--- src/cs_pins_pkg.sv ---
/*
 * Constants, register map and carrier types for the chip-select and transceiver pin block.
 * Assumes a core that presents one bus cycle at a time on the cycle struct, on the same clock.
 */
// Contract
// - Lower select low for memory references inside programmed lower region, 1K-256K.
// - Upper select low for memory references inside programmed upper block, 1K-256K.
// - Memory and peripheral selects stay driven, never floated, during bus hold.
// - Both upper and lower pins low at reset release: all pins float until reset.
// - Each of four mid selects low when its mid region is hit, 8K-512K.
// - Enhanced mode: mid select 0 is the coprocessor transfer request input.
// - Enhanced mode: mid select 3 is coprocessor select, only for coprocessor cycles.
// - Enhanced mode: mid select 1 is the coprocessor error input.
// - Peripheral selects 0-4 low on hits in I/O or memory peripheral area.
// - Sixth peripheral pin: select or latched address bit 1, held during hold.
// - Seventh peripheral pin: select or latched address bit 2, held during hold.
// - Direction low for data into device, high for device write data.
// - Direction output floats during bus hold and during reset.
// - Transceiver enable low during every memory, I/O and coprocessor access.
// - Transceiver enable high whenever direction changes level.
// - Transceiver enable high one clock after reset, then floats; floats in hold.
package cs_pins_pkg;
	localparam int AV_ADDR_W = 5;
	localparam logic [4:0] OFS_CTRL = 5'h00;
	localparam logic [4:0] OFS_LOWER_SIZE = 5'h04;
	localparam logic [4:0] OFS_UPPER_SIZE = 5'h08;
	localparam logic [4:0] OFS_MID_CFG = 5'h0c;
	localparam logic [4:0] OFS_PERIPH_BASE = 5'h10;
	localparam logic [4:0] OFS_STATUS = 5'h14;
	localparam int CTRL_ENHANCED_BIT = 0;
	localparam int CTRL_LATCH_A1_BIT = 1;
	localparam int CTRL_LATCH_A2_BIT = 2;
	localparam int CTRL_PERIPH_MEM_BIT = 3;
	localparam int MID_BASE_LSB = 0;
	localparam int MID_CODE_LSB = 8;
	localparam logic [3:0] CTRL_RESET = 4'h0;
	localparam logic [8:0] LOWER_SIZE_RESET = 9'h000;
	localparam logic [8:0] UPPER_SIZE_RESET = 9'h000;
	localparam logic [6:0] MID_BASE_RESET = 7'h00;
	localparam logic [2:0] MID_CODE_RESET = 3'h0;
	localparam logic [9:0] PERIPH_BASE_RESET = 10'h000;
	localparam int KBYTE_SHIFT = 10;
	localparam int MID_UNIT_SHIFT = 13;
	localparam int MID_BLOCK_SHIFT = 11;
	localparam int PERIPH_BLOCK_SHIFT = 7;
	localparam logic [19:0] PERIPH_SPAN = 20'h00380;
	localparam logic [2:0] SAMPLE_DELAY = 3'h4;
	typedef struct packed {
		logic active;
		logic [19:0] addr;
		logic io;
		logic write;
		logic coproc;
	} cyc_s;
	typedef struct packed {
		logic periph_mem;
		logic latch_a2;
		logic latch_a1;
		logic enhanced;
	} ctrl_s;
endpackage

--- src/chip_select_transceiver_pins.sv ---
/*
 * Chip-select decoder and data transceiver control pins, with an Avalon-MM register slave.
 * Assumes the core holds I_CYC steady while active and drives I_HOLD while another master
 * owns the bus; pin inputs are asynchronous; two-way pins are resolved outside.
 */
`timescale 1ns/1ps
module chip_select_transceiver_pins
	import cs_pins_pkg::*;
(
	input wire logic I_REF_CLK,
	input wire logic I_RESETN,
	input wire logic [AV_ADDR_W-1:0] I_AVS_ADDRESS,
	input wire logic I_AVS_READ,
	input wire logic I_AVS_WRITE,
	input wire logic [31:0] I_AVS_WRITEDATA,
	input wire logic [3:0] I_AVS_BYTEENABLE,
	output logic [31:0] O_AVS_READDATA,
	output logic O_AVS_WAITREQUEST,
	input wire cyc_s I_CYC,
	input wire logic I_HOLD,
	input wire logic I_LOWER_MEM_SELECT_N,
	output logic O_LOWER_MEM_SELECT_N,
	output logic O_LOWER_MEM_SELECT_OE,
	input wire logic I_UPPER_MEM_SELECT_N,
	output logic O_UPPER_MEM_SELECT_N,
	output logic O_UPPER_MEM_SELECT_OE,
	input wire logic [1:0] I_MID_MEM_SELECT_N,
	output logic [3:0] O_MID_MEM_SELECT_N,
	output logic [3:0] O_MID_MEM_SELECT_OE,
	output logic [4:0] O_PERIPH_SELECT_N,
	output logic O_PERIPH_SELECT5_OR_LATCHED_ADDR1,
	output logic O_PERIPH_SELECT6_OR_LATCHED_ADDR2,
	output logic O_PERIPH_SELECT_OE,
	output logic O_XCVR_DIRECTION,
	output logic O_XCVR_DIRECTION_OE,
	output logic O_XCVR_ENABLE_N,
	output logic O_XCVR_ENABLE_OE,
	output logic O_COPROC_TRANSFER_REQUEST,
	output logic O_COPROC_ERROR,
	output logic O_TEST_MODE
);
	ctrl_s ctrl_ff;
	logic [8:0] lower_size_ff, upper_size_ff;
	logic [6:0] mid_base_ff;
	logic [2:0] mid_code_ff;
	logic [9:0] periph_base_ff;
	logic wait_ff;
	logic [3:0] s1_ff, s2_ff, s3_ff, filt_ff;
	logic [2:0] boot_cnt_ff;
	logic sample_done_ff, test_ff, first_ff, started_ff;
	logic [3:0] pins_in;

	// Avalon slave: one wait cycle, then answer
	wire req = I_AVS_READ | I_AVS_WRITE;
	wire take = req & wait_ff;
	wire csr_write = I_AVS_WRITE & ~wait_ff;
	wire [31:0] be_mask = {{8{I_AVS_BYTEENABLE[3]}}, {8{I_AVS_BYTEENABLE[2]}},
		{8{I_AVS_BYTEENABLE[1]}}, {8{I_AVS_BYTEENABLE[0]}}};
	wire wr_ctrl = csr_write & (I_AVS_ADDRESS == OFS_CTRL);
	wire wr_lower = csr_write & (I_AVS_ADDRESS == OFS_LOWER_SIZE);
	wire wr_upper = csr_write & (I_AVS_ADDRESS == OFS_UPPER_SIZE);
	wire wr_mid = csr_write & (I_AVS_ADDRESS == OFS_MID_CFG);
	wire wr_periph = csr_write & (I_AVS_ADDRESS == OFS_PERIPH_BASE);
	wire [31:0] mid_word = {21'h000000, mid_code_ff, 1'b0, mid_base_ff};
	wire [31:0] status_word = {28'h0000000, O_COPROC_ERROR, O_COPROC_TRANSFER_REQUEST,
		I_HOLD, test_ff};
	wire [31:0] cur_word = (I_AVS_ADDRESS == OFS_CTRL) ? {28'h0000000, ctrl_ff} :
		(I_AVS_ADDRESS == OFS_LOWER_SIZE) ? {23'h000000, lower_size_ff} :
		(I_AVS_ADDRESS == OFS_UPPER_SIZE) ? {23'h000000, upper_size_ff} :
		(I_AVS_ADDRESS == OFS_MID_CFG) ? mid_word :
		(I_AVS_ADDRESS == OFS_PERIPH_BASE) ? {22'h000000, periph_base_ff} :
		(I_AVS_ADDRESS == OFS_STATUS) ? status_word : 32'h00000000;
	wire [31:0] merged = (cur_word & ~be_mask) | (I_AVS_WRITEDATA & be_mask);

	always_ff @(posedge I_REF_CLK or negedge I_RESETN) begin
		if (!I_RESETN) begin
			wait_ff <= 1'b1;
			O_AVS_WAITREQUEST <= 1'b1;
			O_AVS_READDATA <= 32'h00000000;
		end else begin
			wait_ff <= ~take;
			O_AVS_WAITREQUEST <= ~take;
			if (take && I_AVS_READ) begin
				O_AVS_READDATA <= cur_word;
			end
		end
	end

	always_ff @(posedge I_REF_CLK or negedge I_RESETN) begin
		if (!I_RESETN) begin
			ctrl_ff <= CTRL_RESET;
			lower_size_ff <= LOWER_SIZE_RESET;
			upper_size_ff <= UPPER_SIZE_RESET;
			mid_base_ff <= MID_BASE_RESET;
			mid_code_ff <= MID_CODE_RESET;
			periph_base_ff <= PERIPH_BASE_RESET;
		end else begin
			if (wr_ctrl) ctrl_ff <= merged[3:0];
			if (wr_lower) lower_size_ff <= merged[8:0];
			if (wr_upper) upper_size_ff <= merged[8:0];
			if (wr_mid) mid_base_ff <= merged[MID_BASE_LSB +: 7];
			if (wr_mid) mid_code_ff <= merged[MID_CODE_LSB +: 3];
			if (wr_periph) periph_base_ff <= merged[9:0];
		end
	end

	// Pin input synchronisers, filtered on agreement of stages two and three
	assign pins_in = {I_MID_MEM_SELECT_N, I_UPPER_MEM_SELECT_N, I_LOWER_MEM_SELECT_N};
	generate
		for (genvar b = 0; b < 4; b++) begin : g_sync
			always_ff @(posedge I_REF_CLK or negedge I_RESETN) begin
				if (!I_RESETN) begin
					s1_ff[b] <= 1'b1;
					s2_ff[b] <= 1'b1;
					s3_ff[b] <= 1'b1;
					filt_ff[b] <= 1'b1;
				end else begin
					s1_ff[b] <= pins_in[b];
					s2_ff[b] <= s1_ff[b];
					s3_ff[b] <= s2_ff[b];
					if (s2_ff[b] == s3_ff[b]) filt_ff[b] <= s3_ff[b];
				end
			end
		end
	endgenerate

	always_ff @(posedge I_REF_CLK or negedge I_RESETN) begin
		if (!I_RESETN) begin
			boot_cnt_ff <= 3'h0;
			sample_done_ff <= 1'b0;
			test_ff <= 1'b0;
			first_ff <= 1'b1;
		end else begin
			first_ff <= 1'b0;
			if (!sample_done_ff) boot_cnt_ff <= boot_cnt_ff + 3'h1;
			if (!sample_done_ff && boot_cnt_ff == SAMPLE_DELAY) begin
				sample_done_ff <= 1'b1;
				test_ff <= ~filt_ff[0] & ~filt_ff[1];
			end
		end
	end

	// Address decode
	wire cyc_mem = I_CYC.active & ~I_CYC.io & ~I_CYC.coproc;
	wire [9:0] kaddr = I_CYC.addr[19:KBYTE_SHIFT];
	wire lower_hit = {1'b0, kaddr} < {2'b00, lower_size_ff};
	wire upper_hit = {1'b0, ~kaddr} < {2'b00, upper_size_ff};
	wire [19:0] mid_off = I_CYC.addr - {mid_base_ff, 13'h0000};
	wire mid_hit = (mid_off >> (MID_UNIT_SHIFT + mid_code_ff)) == 20'h00000;
	wire [19:0] mid_blk = mid_off >> (MID_BLOCK_SHIFT + mid_code_ff);
	wire [1:0] mid_idx = mid_blk[1:0];
	wire periph_cyc = I_CYC.active & ~I_CYC.coproc & (ctrl_ff.periph_mem ? ~I_CYC.io : I_CYC.io);
	wire [19:0] pbase = {periph_base_ff, 10'h000};
	wire [19:0] paddr = I_CYC.io ? {4'h0, I_CYC.addr[15:0]} : I_CYC.addr;
	wire [19:0] pbase_eff = I_CYC.io ? {4'h0, pbase[15:0]} : pbase;
	wire [19:0] poff = paddr - pbase_eff;
	wire periph_hit = (paddr >= pbase_eff) & (poff < PERIPH_SPAN);
	wire [2:0] periph_idx = poff[9:7];
	wire mem_lower = cyc_mem & lower_hit;
	wire mem_upper = cyc_mem & ~lower_hit & upper_hit;
	wire mem_mid = cyc_mem & ~lower_hit & ~upper_hit & mid_hit;
	wire mem_any = mem_lower | mem_upper | mem_mid;
	wire periph_sel = periph_cyc & ~mem_any & periph_hit;

	logic [3:0] nxt_mid_n;
	logic [6:0] nxt_periph_n;
	always_comb begin
		nxt_mid_n = 4'hf;
		nxt_periph_n = 7'h7f;
		if (mem_mid) nxt_mid_n[mid_idx] = 1'b0;
		if (periph_sel) nxt_periph_n[periph_idx] = 1'b0;
		if (ctrl_ff.enhanced) nxt_mid_n[3] = ~(I_CYC.active & I_CYC.coproc);
	end

	wire drive_ok = sample_done_ff & ~test_ff;
	wire nxt_a1 = (I_CYC.active && !I_HOLD) ? I_CYC.addr[1] : O_PERIPH_SELECT5_OR_LATCHED_ADDR1;
	wire nxt_a2 = (I_CYC.active && !I_HOLD) ? I_CYC.addr[2] : O_PERIPH_SELECT6_OR_LATCHED_ADDR2;

	always_ff @(posedge I_REF_CLK or negedge I_RESETN) begin
		if (!I_RESETN) begin
			O_LOWER_MEM_SELECT_N <= 1'b1;
			O_UPPER_MEM_SELECT_N <= 1'b1;
			O_MID_MEM_SELECT_N <= 4'hf;
			O_PERIPH_SELECT_N <= 5'h1f;
			O_PERIPH_SELECT5_OR_LATCHED_ADDR1 <= 1'b1;
			O_PERIPH_SELECT6_OR_LATCHED_ADDR2 <= 1'b1;
		end else begin
			O_LOWER_MEM_SELECT_N <= ~mem_lower;
			O_UPPER_MEM_SELECT_N <= ~mem_upper;
			O_MID_MEM_SELECT_N <= nxt_mid_n;
			O_PERIPH_SELECT_N <= nxt_periph_n[4:0];
			O_PERIPH_SELECT5_OR_LATCHED_ADDR1 <= ctrl_ff.latch_a1 ? nxt_a1 : nxt_periph_n[5];
			O_PERIPH_SELECT6_OR_LATCHED_ADDR2 <= ctrl_ff.latch_a2 ? nxt_a2 : nxt_periph_n[6];
		end
	end

	always_ff @(posedge I_REF_CLK or negedge I_RESETN) begin
		if (!I_RESETN) begin
			O_LOWER_MEM_SELECT_OE <= 1'b0;
			O_UPPER_MEM_SELECT_OE <= 1'b0;
			O_MID_MEM_SELECT_OE <= 4'h0;
			O_PERIPH_SELECT_OE <= 1'b0;
		end else begin
			O_LOWER_MEM_SELECT_OE <= drive_ok;
			O_UPPER_MEM_SELECT_OE <= drive_ok;
			O_MID_MEM_SELECT_OE <= {drive_ok, drive_ok, {2{drive_ok & ~ctrl_ff.enhanced}}};
			O_PERIPH_SELECT_OE <= drive_ok;
		end
	end

	always_ff @(posedge I_REF_CLK or negedge I_RESETN) begin
		if (!I_RESETN) begin
			O_COPROC_TRANSFER_REQUEST <= 1'b0;
			O_COPROC_ERROR <= 1'b0;
			O_TEST_MODE <= 1'b0;
		end else begin
			O_COPROC_TRANSFER_REQUEST <= ctrl_ff.enhanced & filt_ff[2];
			O_COPROC_ERROR <= ctrl_ff.enhanced & ~filt_ff[3];
			O_TEST_MODE <= test_ff;
		end
	end

	// Transceiver direction and enable
	wire cyc_live = I_CYC.active & ~I_HOLD;
	wire nxt_dir = (O_XCVR_ENABLE_N && cyc_live) ? I_CYC.write : O_XCVR_DIRECTION;
	wire nxt_den_n = ~(cyc_live & (I_CYC.write == O_XCVR_DIRECTION));
	wire nxt_started = started_ff | cyc_live;

	always_ff @(posedge I_REF_CLK or negedge I_RESETN) begin
		if (!I_RESETN) begin
			O_XCVR_DIRECTION <= 1'b0;
			O_XCVR_DIRECTION_OE <= 1'b0;
			O_XCVR_ENABLE_N <= 1'b1;
			O_XCVR_ENABLE_OE <= 1'b1;
			started_ff <= 1'b0;
		end else begin
			started_ff <= nxt_started;
			O_XCVR_DIRECTION <= nxt_dir;
			O_XCVR_DIRECTION_OE <= ~test_ff & ~I_HOLD & nxt_started;
			O_XCVR_ENABLE_N <= nxt_den_n;
			// Float after one clock and in hold
			O_XCVR_ENABLE_OE <= first_ff | (~test_ff & ~I_HOLD & nxt_started);
		end
	end
endmodule

--- config.mk ---
export PLATFORM = sky130hd
export DESIGN_NAME = chip_select_transceiver_pins
export DESIGN_NICKNAME = d
export VERILOG_FILES = /design/src/cs_pins_pkg.sv /design/src/chip_select_transceiver_pins.sv
export SDC_FILE = /design/constraint.sdc
export NUM_CORES = 1
export LEC_CHECK = 0
export BUFFER_PORTS_ARGS = -buffer_cell sky130_fd_sc_hd__buf_4
export CAP_MARGIN = 20
export CORE_MARGIN = 1
export CORE_UTILIZATION = 23
export CTS_CLUSTER_SIZE = 24
export DETAILED_ROUTE_END_ITERATION = 10
export SYNTH_ARGS = -nofsm -noshare
export SYNTH_HDL_FRONTEND = slang
export SYNTH_SLANG_ARGS = --single-unit
--- constraint.sdc ---
create_clock -name I_REF_CLK -period 3.2 [get_ports I_REF_CLK]
set_input_delay 0.64 -clock I_REF_CLK [delete_from_list [all_inputs] [get_ports I_REF_CLK]]
set_output_delay 0.64 -clock I_REF_CLK [all_outputs]
set_load 0.02 [all_outputs]
After elaboration in Yosys (flattened, before gate mapping)
Index checks and enable logic that the tools add are counted.
{"block": "op_classes", "eq_ne": 13, "n_mux": 20, "order_cmp": 8, "n_bitwise": 58, "n_addsub": 5, "reduce_logical": 10, "shift": 2}
{"cell": "2-to-1 mux 11 bit", "n": 4}
{"cell": "2-to-1 mux 20 bit", "n": 2}
{"cell": "subtractor 20 bit", "n": 2}
{"cell": "bitwise AND 1 bit", "n": 29}
{"cell": "bitwise AND 11 bit", "n": 2}
{"cell": "greater-or-equal comparator 20 bit", "n": 1}
{"cell": "logical NOT 20 bit", "n": 1}
{"cell": "less-than comparator 10 x 9 -> 1 bit", "n": 2}
{"cell": "less-than comparator 20 x 10 -> 1 bit, second input constant", "n": 1}
{"cell": "right shift 20 x 5 -> 2 bit", "n": 1}
{"cell": "right shift 20 x 5 -> 20 bit", "n": 1}
{"cell": "NOT 1 bit", "n": 17}
{"cell": "NOT 11 bit", "n": 1}
{"cell": "bitwise OR 11 bit", "n": 1}
{"cell": "adder 4 x 3 -> 5 bit, first input constant", "n": 2}
{"cell": "equality test 5 x 4 -> 1 bit, second input constant", "n": 2}
{"cell": "equality test 5 bit, second input constant", "n": 2}
{"cell": "2-to-1 mux 10 bit", "n": 1}
{"cell": "NOT 10 bit", "n": 1}
{"cell": "2-to-1 mux 1 bit", "n": 8}
{"cell": "2-to-1 mux 4 bit", "n": 2}
{"cell": "2-to-1 mux 7 bit", "n": 1}
{"cell": "NOT 7 bit", "n": 1}
{"cell": "logical AND 1 bit", "n": 6}
{"cell": "other kinds (15)", "n": 25}
{"block": "totals", "inputBits": 74, "word_cells": 163, "out_inout_bits": 60, "ff_bits": 122}

Depth between registers and ports, before layout
{"block": "logic_depth", "ltp_word": 12, "mapped_depth": 12, "ltp_nobuf": 12}

Least setup slack after synthesis
OpenSTA, ideal clock, no wires.
{"block": "synth_path", "path_type": "input to register", "start": "input I_CYC[16] (netlist name)", "end": "register O_MID_MEM_SELECT_N[0]", "path_stages": 12, "arrival_ps": 2890, "n_path_buf": 0, "setup_time_ps": 88, "setup_slack_ps": 222, "path_cell_list": "inv_1 -> ha_1 -> inv_1 -> fa_1 -> a211oi_2 -> o21bai_1 -> a21oi_2 -> xnor2_1 -> a211oi_2 -> maj3_4 -> nand2_4 -> or3b_1"}
{"block": "synth_via", "elab_chain_cells": 8}
{"element": "start, declared", "line_no": "chip_select_transceiver_pins.sv:19", "source": "input wire cyc_s I_CYC,"}
{"element": "subtractor 20 bit", "line_no": "chip_select_transceiver_pins.sv:148", "source": "wire [19:0] mid_off = I_CYC.addr - {mid_base_ff, 13'h0000};"}
{"element": "right shift 20 x 5 -> 2 bit", "line_no": "chip_select_transceiver_pins.sv:150", "source": "wire [19:0] mid_blk = mid_off >> (MID_BLOCK_SHIFT + mid_code_ff);"}
{"element": "less-than comparator 2 x 3 -> 1 bit (implied by the code) or greater-or-equal comparator 2 x 1 -> 1 bit (tied branches)", "line_no": "chip_select_transceiver_pins.sv:170", "source": "if (mem_mid) nxt_mid_n[mid_idx] = 1'b0;"}
{"element": "logical AND 1 bit (implied by the code)", "line_no": "chip_select_transceiver_pins.sv:170"}
{"element": "2-to-1 mux 1 bit (implied by the code)", "line_no": "chip_select_transceiver_pins.sv:170"}
{"element": "demux 1 bit (select 2 bit)", "line_no": "chip_select_transceiver_pins.sv:170"}
{"element": "NOT 4 bit (no line)"}
{"element": "2-to-1 mux 4 bit (*)", "line_no": "chip_select_transceiver_pins.sv:170"}
{"element": "via nxt_mid_n[0]", "line_no": "chip_select_transceiver_pins.sv:165", "source": "logic [3:0] nxt_mid_n;"}
{"element": "end signal, assigned", "line_no": "chip_select_transceiver_pins.sv:190", "source": "O_MID_MEM_SELECT_N <= nxt_mid_n;"}
{"element": "end, declared", "line_no": "chip_select_transceiver_pins.sv:28", "source": "output logic [3:0] O_MID_MEM_SELECT_N,"}
Mark *: on every way through the listed nets, which the timed path passes. The rest lies on a longest branch.
A chain may end at the register's enable or synchronous reset.

Final worst setup path
{"block": "layout_path", "start": "input I_CYC[16] (netlist name)", "end": "register O_MID_MEM_SELECT_N[2]"}
The elaborated chain is that of the path after synthesis.

==> key figures <==
Timing
  – Final setup violating endpoints: 0
  – Total negative slack: 0 ps
  – Slew Limit Fails: 0
  – Worst-Margin Slew: 689 ps
  – Final Hold Vio Count: 0
  – Rel. slew slack: 0.539
  – Final period util: 0.902
  – Worst clock skew: 18.3 ps
  – Max frequency: 0.346 GHz
  – Unrepaired setup endpoints after global routing: no
  – Final min period: 2890 ps

Logic synthesis
  – Synth Flop Type: dfrtp_1
  – Synth async-reset ratio: 1.00
  – EDFF count, synth: 0
  – Avg Cell Area, Syn: 9.87 µm²
  – Flops & latches, synth: 99
  – Mapped Area: 0.00578 mm²
  – Post-synthesis sequential area ratio: 0.436
  – Post-synth cell types: 74
  – Ys Warns: 0
  – Cell count after synthesis: 586

Placement
  – Placed Cells: 990
  – Placement Cell Area: 0.00676 mm²
  – Global placement routability congestion: 0.840
  – Buffers on Ports: 84
  – Post-DP HPWL: 12.1 mm

Final layout
  – Area of the multi-input gates: 0.00287 mm²
  – Most common cell after layout, fill and taps aside: buf_4
  – Register area: 0.00252 mm²
  – Fillcell total: 2,610
  – Non-Filler Instances: 1,007
  – Layout area overhead: 22.2%
  – Nets: 787
  – Commonest cells after routing, fill and taps aside: buf_4 (98), nand2_1 (68), dfrtp_1 (66), inv_1 (57), o21ai_0 (50)
  – Post-route cell area: 0.00707 mm²
  – Final core utilization: 0.289
  – Layout cells sized above 1: 0.284

Global route
  – Initial antenna violation count: 0
  – GRT Total Usage: 0.123
  – Grt total ovfl: 0
  – First-pass GRT wire length: 24.2 mm
  – Vias in the first global route: 4,399
  – Largest net degree at the start of global routing: 60

Power and ir drop
  – Sequential Power Share: 0.416
  – Total Power: 3.52 mW
  – Sw frac: 0.339
  – Net switching power figure: 1.20 mW
  – Combinational Power Share: 0.270
  – Clock power share: 0.314
  – Max IR drop VDD: 0.000248 V
  – Power Density: 498 mW/mm²
  – Cell Int Power: 2.33 mW
  – Static Leak: 3.18 nW

Critical path
  – Worst-path cell chain: buf_4 -> inv_1 -> ha_1 -> inv_1 -> fa_1 -> a211oi_2 -> o21bai_1 -> a21oi_2 -> xnor2_1 -> a211oi_2 -> maj3_4 -> nand2_4 -> or3_1
  – Delay-heaviest family, CP: compound AO/OA/AOI/OAI gates
  – Max incr delay on CP: 390 ps
  – Bufs and invs on worst path: 3
  – Critical Path End Type: flop
  – Data arrival, critical path: 3160 ps
  – Crit Path Class: primary input to flop
  – Crit path required time: 3470 ps
  – Slowest stage cell, crit path: fa_1
  – Startpoint Class: primary input
  – Critical path peak fanout: 3

Routing
  – Residual DRC: 0
  – Final ANT Viol Nets: 0
  – DRT iter0 DRCs: 429
  – Routed wire length: 15.5 mm
  – DR WL/cell: 15.4 µm
  – Via/cell ratio: 4.50
  – Vias after detailed routing: 4,532
  – DRT Pass-1 Iters: 5

Clock tree
  – Worst-path clk slew: 70 ps
  – Post-CTS Setup Inserts: 0
  – Maximum clock insertion buffer count: 2
  – Post_cts resized: 0
  – Root buf cell: clkbuf_16
  – Hold_buf cts: 0
  – CTS Sinks: 99
  – CTS tree: built
  – Worst-Skew Late Latency: 360 ps
  – Htree depth: 3
  – Num CTS Buffers: 9

Die
  – Die Y: 161 µm
  – Row Count: 57
  – Die area: 0.0258 mm²
  – Die X-Extent: 161 µm
  – Core area: 0.0245 mm²
  – Ports: 134
  – Initial Util: 0.236

Flow run
  – Max cap viols: 0

Status
  – Status: completed

Min path
  – Hold Crit Class: primary input to asynchronous set/reset pin
-- per-stage QoR --
| step | hold WS, ps | setup WS (ps) |
|---|---|---|
| floorplan | 344 | 222 |
| global placement | 346 | -29.0 |
| detailed placement | 347 | -79.3 |
| CTS | 269 | 304 |
| global route | 294 | 87.4 |
| finish | 258 | 312 |
-- path summary, 6_finish.rpt --
check,endpoint,from,slack [ps],cells past startpoint
max in group asynchronous,filt_ff[2],I_RESETN,2220,2
min in group I_REF_CLK,s2_ff[3],s1_ff[3],360,0
hold reg to reg,s2_ff[3],s1_ff[3],360,0
setup reg to reg,O_MID_MEM_SELECT_N[2],mid_base_ff[0],360,11
hold / removal,O_COPROC_ERROR,I_RESETN,260,1
setup / recovery,O_MID_MEM_SELECT_N[2],I_CYC[16],310,13
-- cells by family (layout without fill, tap and decap cells) --
group	count (synthesis)	in the layout	synth area share
muxes	46	46	0.0883
and+or+nand+nor	164	164	0.140
xor gates and xnor gates	11	11	0.0167
adders and majority gates	41	41	0.0898
buffers and inverters	98	173	0.0824
DFF	99	99	0.436
other	1	23	0.000648
AOI/OAI and AO/OA	126	126	0.146
-- worst reg2reg max path, stage by stage (launching register included) --
cell and delay, ps:
dfrtp_1 420, ha_1 190, inv_1 50, fa_1 390, a211oi_2 270, o21bai_1 130
a21oi_2 150, xnor2_1 160, a211oi_2 290, maj3_4 260, nand2_4 50, or3_1 390
-- cell type report --
cell class | count | share of cell area
Tap cell | 324 | 0.0574
Multi-Input combinational cell | 410 | 0.406
Sequential cell | 99 | 0.356
Clock buffer | 9 | 0.0319
Timing Repair Buffer | 99 | 0.107
Clock inverter | 7 | 0.0106
Antenna cell | 1 | 0.000354
Inverter | 58 | 0.0308
-- per-layer routing --
metal / vias up / share of wire / track usage
li1: 2168 / - / -
met1: 2203 / 0.48 / 0.172
met2: 148 / 0.45 / 0.189
met3: 13 / 0.055 / 0.0274
met4: 0 / 0.013 / 0.0381
met5: - / 0 / 0
-- power groups by stage --
stage | registers, mW | logic (mW) | clock network, mW
final | 1.47 | 0.951 | 1.10
after global routing | 1.48 | 1.06 | 1.19
after CTS | 1.46 | 0.952 | 1.15
after detailed placement | 1.49 | 0.948 | 0
after global placement | 1.49 | 0.928 | 0
after floorplan | 1.47 | 0.668 | 0
-- sequential cells by signal (all words and copies together) (netlist names), 2 cells and up --
register	flops
O_MID_MEM_SELECT_OE	2
boot_cnt_ff	3
mid_code_ff	3
periph_base_ff	10
mid_base_ff	7
upper_size_ff	9
lower_size_ff	9
s1_ff	4
ctrl_ff	4
filt_ff	4
O_PERIPH_SELECT_N	5
O_MID_MEM_SELECT_N	4
O_AVS_READDATA	11
s2_ff	4
s3_ff	4
-- cells in the mapped netlist, types with 3 or more instances --
cell,n,share of area
inv_1,57,0.037
mux2_2,30,0.058
o21ai_0,50,0.043
o22ai_1,5,0.0054
nand2b_1,9,0.0097
ha_1,34,0.074
dfstp_2,33,0.15
a21o_1,4,0.0052
nor3b_1,4,0.0052
nand4_1,4,0.0043
a211oi_1,4,0.0052
mux2i_1,15,0.026
xnor2_1,9,0.014
nand2_1,68,0.044
maj3_1,4,0.0069
buf_4,28,0.036
nor3_1,8,0.0069
o31ai_1,4,0.0052
nand3_1,13,0.011
a211oi_2,3,0.0065
a21oi_1,18,0.016
nor2b_1,8,0.0087
nor2_1,23,0.015
a31oi_1,5,0.0054
and2_1,6,0.0065
a22oi_1,4,0.0052
clkbuf_1,9,0.0058
dfrtp_1,66,0.29
Note: power is estimated with default switching activity, not from simulation.
